File: src/inc/socrc_pkg.sv
// package: register map, field layout and types of the slow oscillator block
package socrc_pkg;

  // register byte offsets
  localparam logic [7:0] SOCRC_CTRL_OFS  = 8'h18;
  localparam logic [7:0] SOCRC_CAUSE_OFS = 8'h1c;
  localparam logic [7:0] SOCRC_ISTS_OFS  = 8'h28;
  localparam logic [7:0] SOCRC_ICLR_OFS  = 8'h2c;
  localparam logic [7:0] SOCRC_IEN_OFS   = 8'h30;

  // slow_osc_control fields
  localparam int DONE_POS  = 24;
  localparam int COUNT_LSB = 8;
  localparam int COUNT_W   = 16;
  localparam int EN_POS    = 7;
  localparam int TRIM_LSB  = 2;
  localparam int TRIM_W    = 5;
  localparam int READY_POS = 1;

  // reset_cause_status fields, index 6 is clamp down to index 0 pin
  localparam int CAUSE_W   = 7;
  localparam int CAUSE_POS [CAUSE_W-1:0] = '{11, 8, 7, 6, 5, 4, 3};
  localparam int CLR_POS   = 0;

  // interrupt status, clear and enable layout
  localparam int IRQ_W         = 2;
  localparam int IRQ_DONE_POS  = 0;
  localparam int IRQ_CAUSE_POS = 1;

  // reset values
  localparam logic [TRIM_W-1:0] TRIM_RST = 5'h10;
  localparam logic [IRQ_W-1:0]  IEN_RST  = 2'h0;

  // slow clock periods timed per measurement
  localparam int SLOW_PERIODS = 8;

  typedef struct packed {
    logic clamp;
    logic low_power;
    logic low_voltage;
    logic watchdog;
    logic software;
    logic power_on;
    logic pin;
  } socrc_cause_t;

  typedef struct packed {
    logic              enable;
    logic [TRIM_W-1:0] trim;
  } socrc_ctrl_t;

  typedef enum logic [1:0] {
    ST_IDLE,
    ST_ARM,
    ST_COUNT,
    ST_DONE
  } socrc_state_t;

endpackage

File: src/verilog/socrc_ctrl.sv
// slow oscillator control, frequency measurement and reset-cause record
`timescale 1ns/1ps
module socrc_ctrl
  import socrc_pkg::*;
#(
  parameter int ADDR_W  = 8,
  parameter int CNT_W   = COUNT_W,
  parameter int PERIODS = SLOW_PERIODS
) (
  input  wire logic              i_sys_clk,
  input  wire logic              i_rst_b,
  input  wire logic              i_por_b,
  input  wire logic              i_clk_en,
  input  wire logic              i_psel,
  input  wire logic              i_penable,
  input  wire logic              i_pwrite,
  input  wire logic [ADDR_W-1:0] i_paddr,
  input  wire logic [31:0]       i_pwdata,
  output logic      [31:0]       o_prdata,
  output logic                   o_pready,
  output logic                   o_pslverr,
  input  wire logic              i_slow_osc_clock,
  input  wire logic              i_fast_osc_tick,
  input  wire logic              i_slow_osc_stable,
  input  wire socrc_cause_t      i_reset_cause,
  output logic      [TRIM_W-1:0] o_slow_osc_trim,
  output logic                   o_irq
);

  localparam int PW = $clog2(PERIODS + 1);

  if (ADDR_W < 8 || ADDR_W > 32) begin : g_chk_addr
    $error("ADDR_W must lie in 8..32");
  end
  if (CNT_W < 4 || CNT_W > COUNT_W) begin : g_chk_cnt
    $error("CNT_W must lie in 4..16");
  end
  if (PERIODS < 1) begin : g_chk_per
    $error("PERIODS must be at least 1");
  end

  // address decode shared by read and write paths
  function automatic logic hit(input logic [ADDR_W-1:0] a,
                               input logic [7:0]        ofs);
    hit = (a == ADDR_W'(ofs));
  endfunction

  socrc_state_t      state;
  socrc_state_t      next_state;
  logic [CNT_W-1:0]  cnt;
  logic [CNT_W-1:0]  next_cnt;
  logic [CNT_W-1:0]  count;
  logic [CNT_W-1:0]  next_count;
  logic [PW-1:0]     periods;
  logic [PW-1:0]     next_periods;
  logic              done;
  logic              next_done;
  logic              slow_q;
  logic              next_slow_q;
  socrc_ctrl_t       ctrl;
  socrc_ctrl_t       next_ctrl;
  logic              ready;
  logic              next_ready;
  logic              clr_bit;
  logic              next_clr_bit;
  socrc_cause_t      cause;
  socrc_cause_t      next_cause;
  logic [IRQ_W-1:0]  ists;
  logic [IRQ_W-1:0]  next_ists;
  logic [IRQ_W-1:0]  ien;
  logic [IRQ_W-1:0]  next_ien;
  logic [IRQ_W-1:0]  iev;
  logic              next_irq;
  logic              next_pready;
  logic              next_pslverr;
  logic [31:0]       next_prdata;
  logic [31:0]       ctrl_word;
  logic [31:0]       cause_word;
  logic              acc;
  logic              commit;
  logic              wr;
  logic              mapped;
  logic              wr_ctrl;
  logic              wr_cause;
  logic              wr_iclr;
  logic              wr_ien;
  logic              cause_clr;
  logic              slow_rise;
  logic              done_ev;
  logic              cause_ev;

  // apb decode
  assign acc      = i_psel & i_penable;
  assign commit   = acc & o_pready;
  assign wr       = commit & i_pwrite;
  assign wr_ctrl  = wr & hit(i_paddr, SOCRC_CTRL_OFS);
  assign wr_cause = wr & hit(i_paddr, SOCRC_CAUSE_OFS);
  assign wr_iclr  = wr & hit(i_paddr, SOCRC_ICLR_OFS);
  assign wr_ien   = wr & hit(i_paddr, SOCRC_IEN_OFS);
  assign mapped   = hit(i_paddr, SOCRC_CTRL_OFS)
                  | hit(i_paddr, SOCRC_CAUSE_OFS)
                  | hit(i_paddr, SOCRC_ISTS_OFS)
                  | hit(i_paddr, SOCRC_ICLR_OFS)
                  | hit(i_paddr, SOCRC_IEN_OFS);

  // read words, unlisted bits stay zero
  always_comb begin
    ctrl_word = '0;
    ctrl_word[DONE_POS] = done;
    ctrl_word[COUNT_LSB +: COUNT_W] = COUNT_W'(count);
    ctrl_word[EN_POS] = ctrl.enable;
    ctrl_word[TRIM_LSB +: TRIM_W] = ctrl.trim;
    ctrl_word[READY_POS] = ready;
  end

  always_comb begin
    cause_word = '0;
    for (int i = 0; i < CAUSE_W; i++) begin
      cause_word[CAUSE_POS[i]] = cause[i];
    end
    cause_word[CLR_POS] = clr_bit;
  end

  // apb answer, one wait state
  always_comb begin
    next_pready  = acc & ~o_pready;
    next_pslverr = acc & ~o_pready & ~mapped;
    next_prdata  = '0;
    if (acc && !o_pready && !i_pwrite) begin
      if (hit(i_paddr, SOCRC_CTRL_OFS)) begin
        next_prdata = ctrl_word;
      end else if (hit(i_paddr, SOCRC_CAUSE_OFS)) begin
        next_prdata = cause_word;
      end else if (hit(i_paddr, SOCRC_ISTS_OFS)) begin
        next_prdata = 32'(ists);
      end else if (hit(i_paddr, SOCRC_IEN_OFS)) begin
        next_prdata = 32'(ien);
      end
    end
  end

  always_ff @(posedge i_sys_clk or negedge i_rst_b) begin
    if (!i_rst_b) begin
      o_pready  <= 1'b0;
      o_pslverr <= 1'b0;
      o_prdata  <= '0;
    end else if (i_clk_en) begin
      o_pready  <= next_pready;
      o_pslverr <= next_pslverr;
      o_prdata  <= next_prdata;
    end
  end

  // software control fields
  always_comb begin
    next_ctrl    = ctrl;
    next_clr_bit = clr_bit;
    next_ready   = i_slow_osc_stable;
    if (wr_ctrl) begin
      next_ctrl.enable = i_pwdata[EN_POS];
      next_ctrl.trim   = i_pwdata[TRIM_LSB +: TRIM_W];
    end
    if (wr_cause) begin
      next_clr_bit = i_pwdata[CLR_POS];
    end
  end

  always_ff @(posedge i_sys_clk or negedge i_rst_b) begin
    if (!i_rst_b) begin
      ctrl.enable <= 1'b0;
      ctrl.trim   <= TRIM_RST;
      clr_bit     <= 1'b0;
      ready       <= 1'b0;
    end else if (i_clk_en) begin
      ctrl    <= next_ctrl;
      clr_bit <= next_clr_bit;
      ready   <= next_ready;
    end
  end

  assign o_slow_osc_trim = ctrl.trim;

  // frequency measurement
  assign slow_rise = i_slow_osc_clock & ~slow_q;

  always_comb begin
    next_state   = state;
    next_cnt     = cnt;
    next_count   = count;
    next_periods = periods;
    next_done    = done;
    next_slow_q  = i_slow_osc_clock;
    case (state)
      ST_IDLE: begin
        if (ctrl.enable) begin
          next_state = ST_ARM;
        end
      end
      ST_ARM: begin
        if (!ctrl.enable) begin
          next_state = ST_IDLE;
        end else if (slow_rise) begin
          next_state   = ST_COUNT;
          next_cnt     = '0;
          next_periods = '0;
        end
      end
      ST_COUNT: begin
        if (!ctrl.enable) begin
          next_state = ST_IDLE;
        end else begin
          if (i_fast_osc_tick && !(&cnt)) begin
            next_cnt = cnt + 1'b1;
          end
          if (slow_rise) begin
            if (periods == PW'(PERIODS - 1)) begin
              next_count = next_cnt;
              next_done  = 1'b1;
              next_state = ST_DONE;
            end else begin
              next_periods = periods + 1'b1;
            end
          end
        end
      end
      ST_DONE: begin
        if (!ctrl.enable) begin
          next_done  = 1'b0;
          next_state = ST_IDLE;
        end
      end
      default: begin
        next_state = ST_IDLE;
      end
    endcase
  end

  always_ff @(posedge i_sys_clk or negedge i_rst_b) begin
    if (!i_rst_b) begin
      state   <= ST_IDLE;
      cnt     <= '0;
      count   <= '0;
      periods <= '0;
      done    <= 1'b0;
      slow_q  <= 1'b0;
    end else if (i_clk_en) begin
      state   <= next_state;
      cnt     <= next_cnt;
      count   <= next_count;
      periods <= next_periods;
      done    <= next_done;
      slow_q  <= next_slow_q;
    end
  end

  // reset-cause record, set wins over clear
  assign cause_clr = wr_cause & i_pwdata[CLR_POS];

  always_comb begin
    next_cause = socrc_cause_t'((cause & ~{CAUSE_W{cause_clr}})
                              | i_reset_cause);
  end

  always_ff @(posedge i_sys_clk or negedge i_por_b) begin
    if (!i_por_b) begin
      cause <= '0;
    end else if (i_clk_en) begin
      cause <= next_cause;
    end
  end

  // interrupt status, enable and line
  assign done_ev  = next_done & ~done;
  assign cause_ev = |(next_cause & ~cause);

  always_comb begin
    iev                = '0;
    iev[IRQ_DONE_POS]  = done_ev;
    iev[IRQ_CAUSE_POS] = cause_ev;
    next_ists = ists;
    if (wr_iclr) begin
      next_ists = ists & ~i_pwdata[IRQ_W-1:0];
    end
    next_ists = next_ists | iev;
    next_ien  = wr_ien ? i_pwdata[IRQ_W-1:0] : ien;
    next_irq  = |(next_ists & next_ien);
  end

  always_ff @(posedge i_sys_clk or negedge i_rst_b) begin
    if (!i_rst_b) begin
      ists  <= '0;
      ien   <= IEN_RST;
      o_irq <= 1'b0;
    end else if (i_clk_en) begin
      ists  <= next_ists;
      ien   <= next_ien;
      o_irq <= next_irq;
    end
  end

  // checks
  a_done_clear: assert property (@(posedge i_sys_clk)
    disable iff (!i_rst_b)
    (i_clk_en && !ctrl.enable && done) |=> !done)
    else $error("done flag not cleared after disable");

  a_count_hold: assert property (@(posedge i_sys_clk)
    disable iff (!i_rst_b)
    (done && $past(done)) |-> $stable(count))
    else $error("latched count changed while done");

  a_tick_count: assert property (@(posedge i_sys_clk)
    disable iff (!i_rst_b)
    (i_clk_en && state == ST_COUNT && ctrl.enable && !slow_rise
     && i_fast_osc_tick && !(&cnt)) |=> cnt == $past(cnt) + 1'b1)
    else $error("fast tick not counted");

  a_enable_start: assert property (@(posedge i_sys_clk)
    disable iff (!i_rst_b)
    (i_clk_en && state == ST_IDLE && ctrl.enable) |=> state == ST_ARM)
    else $error("measurement did not start");

  a_trim_write: assert property (@(posedge i_sys_clk)
    disable iff (!i_rst_b)
    (i_clk_en && wr_ctrl) |=>
      o_slow_osc_trim == $past(i_pwdata[TRIM_LSB +: TRIM_W]))
    else $error("trim write lost");

  a_ready_track: assert property (@(posedge i_sys_clk)
    disable iff (!i_rst_b)
    (i_clk_en && i_rst_b) |=> ready == $past(i_slow_osc_stable))
    else $error("ready flag does not follow stability");

  a_cause_set: assert property (@(posedge i_sys_clk)
    disable iff (!i_por_b)
    (i_clk_en && i_reset_cause != '0) |=>
      (cause & $past(i_reset_cause)) == $past(i_reset_cause))
    else $error("reset cause not recorded");

  a_cause_clear: assert property (@(posedge i_sys_clk)
    disable iff (!i_por_b || !i_rst_b)
    (i_clk_en && cause_clr && i_reset_cause == '0) |=> cause == '0)
    else $error("cause flags not cleared");

  a_eight_periods: assert property (@(posedge i_sys_clk)
    disable iff (!i_rst_b)
    $rose(done) |-> $past(state) == ST_COUNT
      && $past(periods) == PW'(PERIODS - 1))
    else $error("done raised before all slow periods");

  a_reserved_zero: assert property (@(posedge i_sys_clk)
    disable iff (!i_rst_b)
    (commit && !i_pwrite && hit(i_paddr, SOCRC_CTRL_OFS)) |->
      o_prdata[31:DONE_POS+1] == '0 && o_prdata[0] == 1'b0)
    else $error("reserved bits not zero");

  a_done_irq: assert property (@(posedge i_sys_clk)
    disable iff (!i_rst_b)
    ($rose(done) && ien[IRQ_DONE_POS]) |-> o_irq)
    else $error("enabled done event raised no interrupt");

  a_apb_wait: assert property (@(posedge i_sys_clk)
    disable iff (!i_rst_b)
    (i_clk_en && acc && !o_pready) |=> o_pready)
    else $error("apb access not answered");

  c_measure_done: cover property (@(posedge i_sys_clk)
    disable iff (!i_rst_b) $rose(done));
  c_cause_clear: cover property (@(posedge i_sys_clk)
    disable iff (!i_por_b) cause_clr && cause != '0);
  c_irq_line: cover property (@(posedge i_sys_clk)
    disable iff (!i_rst_b) $rose(o_irq));
  c_bad_addr: cover property (@(posedge i_sys_clk)
    disable iff (!i_rst_b) o_pready && o_pslverr);

endmodule

File: config.mk
export PLATFORM = sky130hd
export DESIGN_NAME = socrc_ctrl
export DESIGN_NICKNAME = d
export VERILOG_FILES = /design/src/inc/socrc_pkg.sv /design/src/verilog/socrc_ctrl.sv
export SDC_FILE = /design/constraint.sdc
export NUM_CORES = 1
export LEC_CHECK = 0
export BUFFER_PORTS_ARGS = -buffer_cell sky130_fd_sc_hd__buf_2
export CAP_MARGIN = 20
export CORE_AREA = 5 5 127 129
export CTS_CLUSTER_DIAMETER = 200
export DETAILED_ROUTE_END_ITERATION = 10
export DIE_AREA = 0 0 132 134
export PLACE_DENSITY = 0.56
export SYNTH_ARGS = -nofsm -noshare
export SYNTH_HDL_FRONTEND = slang
export SYNTH_SLANG_ARGS = --single-unit
File: constraint.sdc
create_clock -name i_sys_clk -period 3.7 [get_ports i_sys_clk]
set_input_delay 1.11 -clock i_sys_clk [delete_from_list [all_inputs] [get_ports i_sys_clk]]
set_output_delay 1.11 -clock i_sys_clk [all_outputs]
set_load 0.01 [all_outputs]
==> impl_results.md <==
- Multi-input gate area: 1890 sq um
- Syn Inst Count: 452
- Post-synth ARST share: 1.00
- Via count: 3454
- TritonCTS clock tree: yes
- Syn Std Cell Area: 4380 sq um
- Tcrit/Tclk final: 0.767
- Unrepaired setup endpoints after global routing: false
- Worst-Skew Late Latency: 340 ps
- Post-CTS sizing: 0
- Layout net count: 566
- Ant diodes: 0
- Initial Util: 0.294
- Hold Path Stages: 2
- Max IR drop VDD: 0.220 mV
- Core ar.: 14900 sq um
- DR iter-0 viols: 190
- Post-CTS setup repair buffer count: 0
- # DRC: 0
- Fin. max-slew vios: 0
- Largest net degree at the start of global routing: 81
- # setup viols final: 0
- Max Cap Viol: 0
- Synth Flop Type: dfrtp_1
- Worst Setup Path Type: input port to flop
- Total chip power: 2.32 mW
- Worst clock skew: 7.41 ps
- Num CTS Buffers: 9
- H-tree depth: 3
- Crit end category: flop
- Worst Min Path Start: count[12]
- CTS Buffer Depth: 2
- CTS Sinks: 87
- Share of layout cells above drive strength 1: 0.227
- Placer Congestion: 0.769
- Outcome: complete, no violations
- Post-detailed-route count of antenna-violating nets: 0
- Post-synth cell types: 60
- Global-route wire length before repair: 17.0 mm
- Leakage: 2.38 nW
- Critical Path RT: 3960 ps
- Post-DP HPWL: 6.98 mm
- Fillers: 1498
- Port Buffers: 65
- Worst slew margin: 0.583
- Row count: 45
- Max FO, Critical Path: 17
- Hold Crit Class: flop to flop
- Die H: 134 um
- Sequential area share after synthesis: 0.497
- CP max stage cell: or4_1
- Drt pass-1 iters: 4
- Vias/cell: 4.93
- Final Hold Vio Count: 0
- Power Dens Cells: 448 nW/um^2
- Vias in the first global route: 3481
- Area growth syn-to-layout: 18.0%
- Antenna violations before repair: 0
- Top-Level Pins: 97
- Grt ovf: 0
- Register area: 2180 sq um
- # hold bufs at CTS: 0
- Min Tclk post-route: 2840 ps
- Worst slew pin tran: 622 ps
- Crit Reg-Reg Startpoint: cnt[0]
- Most frequent cells in the layout: 86 x dfrtp_1, 64 x buf_2, 55 x nand2_1
- Setup TNS: 0 ps
- Tot GR Track Use: 0.116
- Peak Freq: 353 MHz
- Die X: 132 um
- Worst r2r dst: cnt[3]
- Flop2flop setup slack: 1570 ps
- Routed WL per cell: 14.2 um
- Root buffer cell: clkbuf_16
- CP Cell Sequence: buf_2 -> or4_4 -> or4_1 -> nor2_8 -> a21oi_1 -> o21ai_0
- Synthesized flop and latch total: 87
- Hold Path End: o_prdata[20]
- Syn avg cell area: 9.69 sq um
- Reg clk slew, reported paths: 60 ps
- CP max stage delay: 780 ps
- DIE AREA: 17700 sq um
- CP Launch Type: input port
- Post-synth EDFFs: 0
- Yosys Warn Count: 0
- Commonest non-fill, non-tap cell in the layout: dfrtp_1
- Register-to-Register Path Depth: 6
- Total wire length: 9.91 mm
- Worst Path Arrival: 3100 ps
per-layer routing:
metal,global-route usage,up-vias,share of wire
met4,0.0469,0,0.017
li1,-,1694,-
met2,0.196,68,0.50
met5,0,-,0
met3,0.0266,11,0.041
met1,0.144,1681,0.44
worst max-delay path: cells and delay by family:
kind | cells | cell delay, ps
and+or+nand+nor | 3 | 1680
AOI/OAI and AO/OA | 2 | 190
buffers and inverters | 1 | 100
kinds of logic after synthesis:
logic type | Yosys count | share of synthesized area
compound gates | 124 | 0.184
simple gates | 137 | 0.163
xor+xnor | 13 | 0.0260
buf+inv | 69 | 0.0765
mux | 19 | 0.0468
other cells | 1 | 0.000856
fa+ha+maj | 2 | 0.00571
flops | 87 | 0.497
synth_stat cells (9+ instances only):
master,n,share of area
dfrtp_1,86,0.49
nand2_1,55,0.047
o21ai_0,39,0.045
inv_1,36,0.031
a21oi_1,22,0.025
nor2_1,18,0.015
a22o_1,13,0.026
clkbuf_1,13,0.011
nand3_1,13,0.015
xnor2_1,13,0.026
buf_4,12,0.021
mux2_2,10,0.026
o21ai_2,10,0.020
o22ai_1,9,0.013
state kept, by name (all words and copies together), names as in the netlist, 4 cells and up:
signal / count
cause: 7
cnt: 16
count: 16
o_prdata: 25
o_slow_osc_trim: 5
periods: 4
where the power goes:
group          switching [mW]  leakage [nW]  internal, mW
Clock                   0.386         0.167         0.634
Combinational           0.171          1.07        0.0957
Sequential             0.0427          1.14         0.986
through the flow:
| stage | cell area [sq um] | setup slack, ps | std cells | util | hold slack (ps) |
|---|---|---|---|---|---|
| after floorplan | 4400 | 898 | 458 | - | 437 |
| after global placement | 4800 | 494 | 683 | 0.322 | 464 |
| after detailed placement | 4800 | 480 | 683 | 0.322 | 468 |
| after CTS | 5140 | 847 | 699 | 0.345 | 483 |
| after global routing | 5170 | 744 | 700 | 0.347 | 500 |
| final | 5170 | 863 | 700 | 0.347 | 479 |
worst max path at each step:
stage               depth (start not counted)            endpoint  slack [ps]  startpoint
global placement                            6         o_prdata[1]         490  i_paddr[1]
CTS                                         6         o_prdata[1]         850  i_paddr[1]
finish                                      6         o_prdata[1]         860  i_paddr[1]
floorplan                                   5  o_slow_osc_trim[0]         900  i_paddr[1]
detailed placement                          6         o_prdata[1]         480  i_paddr[1]
global route                                6         o_prdata[1]         740  i_paddr[1]
final cells by class:
type | instances | area share
clock buffers | 11 | 0.0489
clock inverters | 5 | 0.0167
inverters | 36 | 0.0261
multi-input cells | 302 | 0.366
flip-flops and latches | 87 | 0.421
well taps | 188 | 0.0455
repair buffers | 71 | 0.0760
Note: power is estimated with default switching activity, not from simulation.
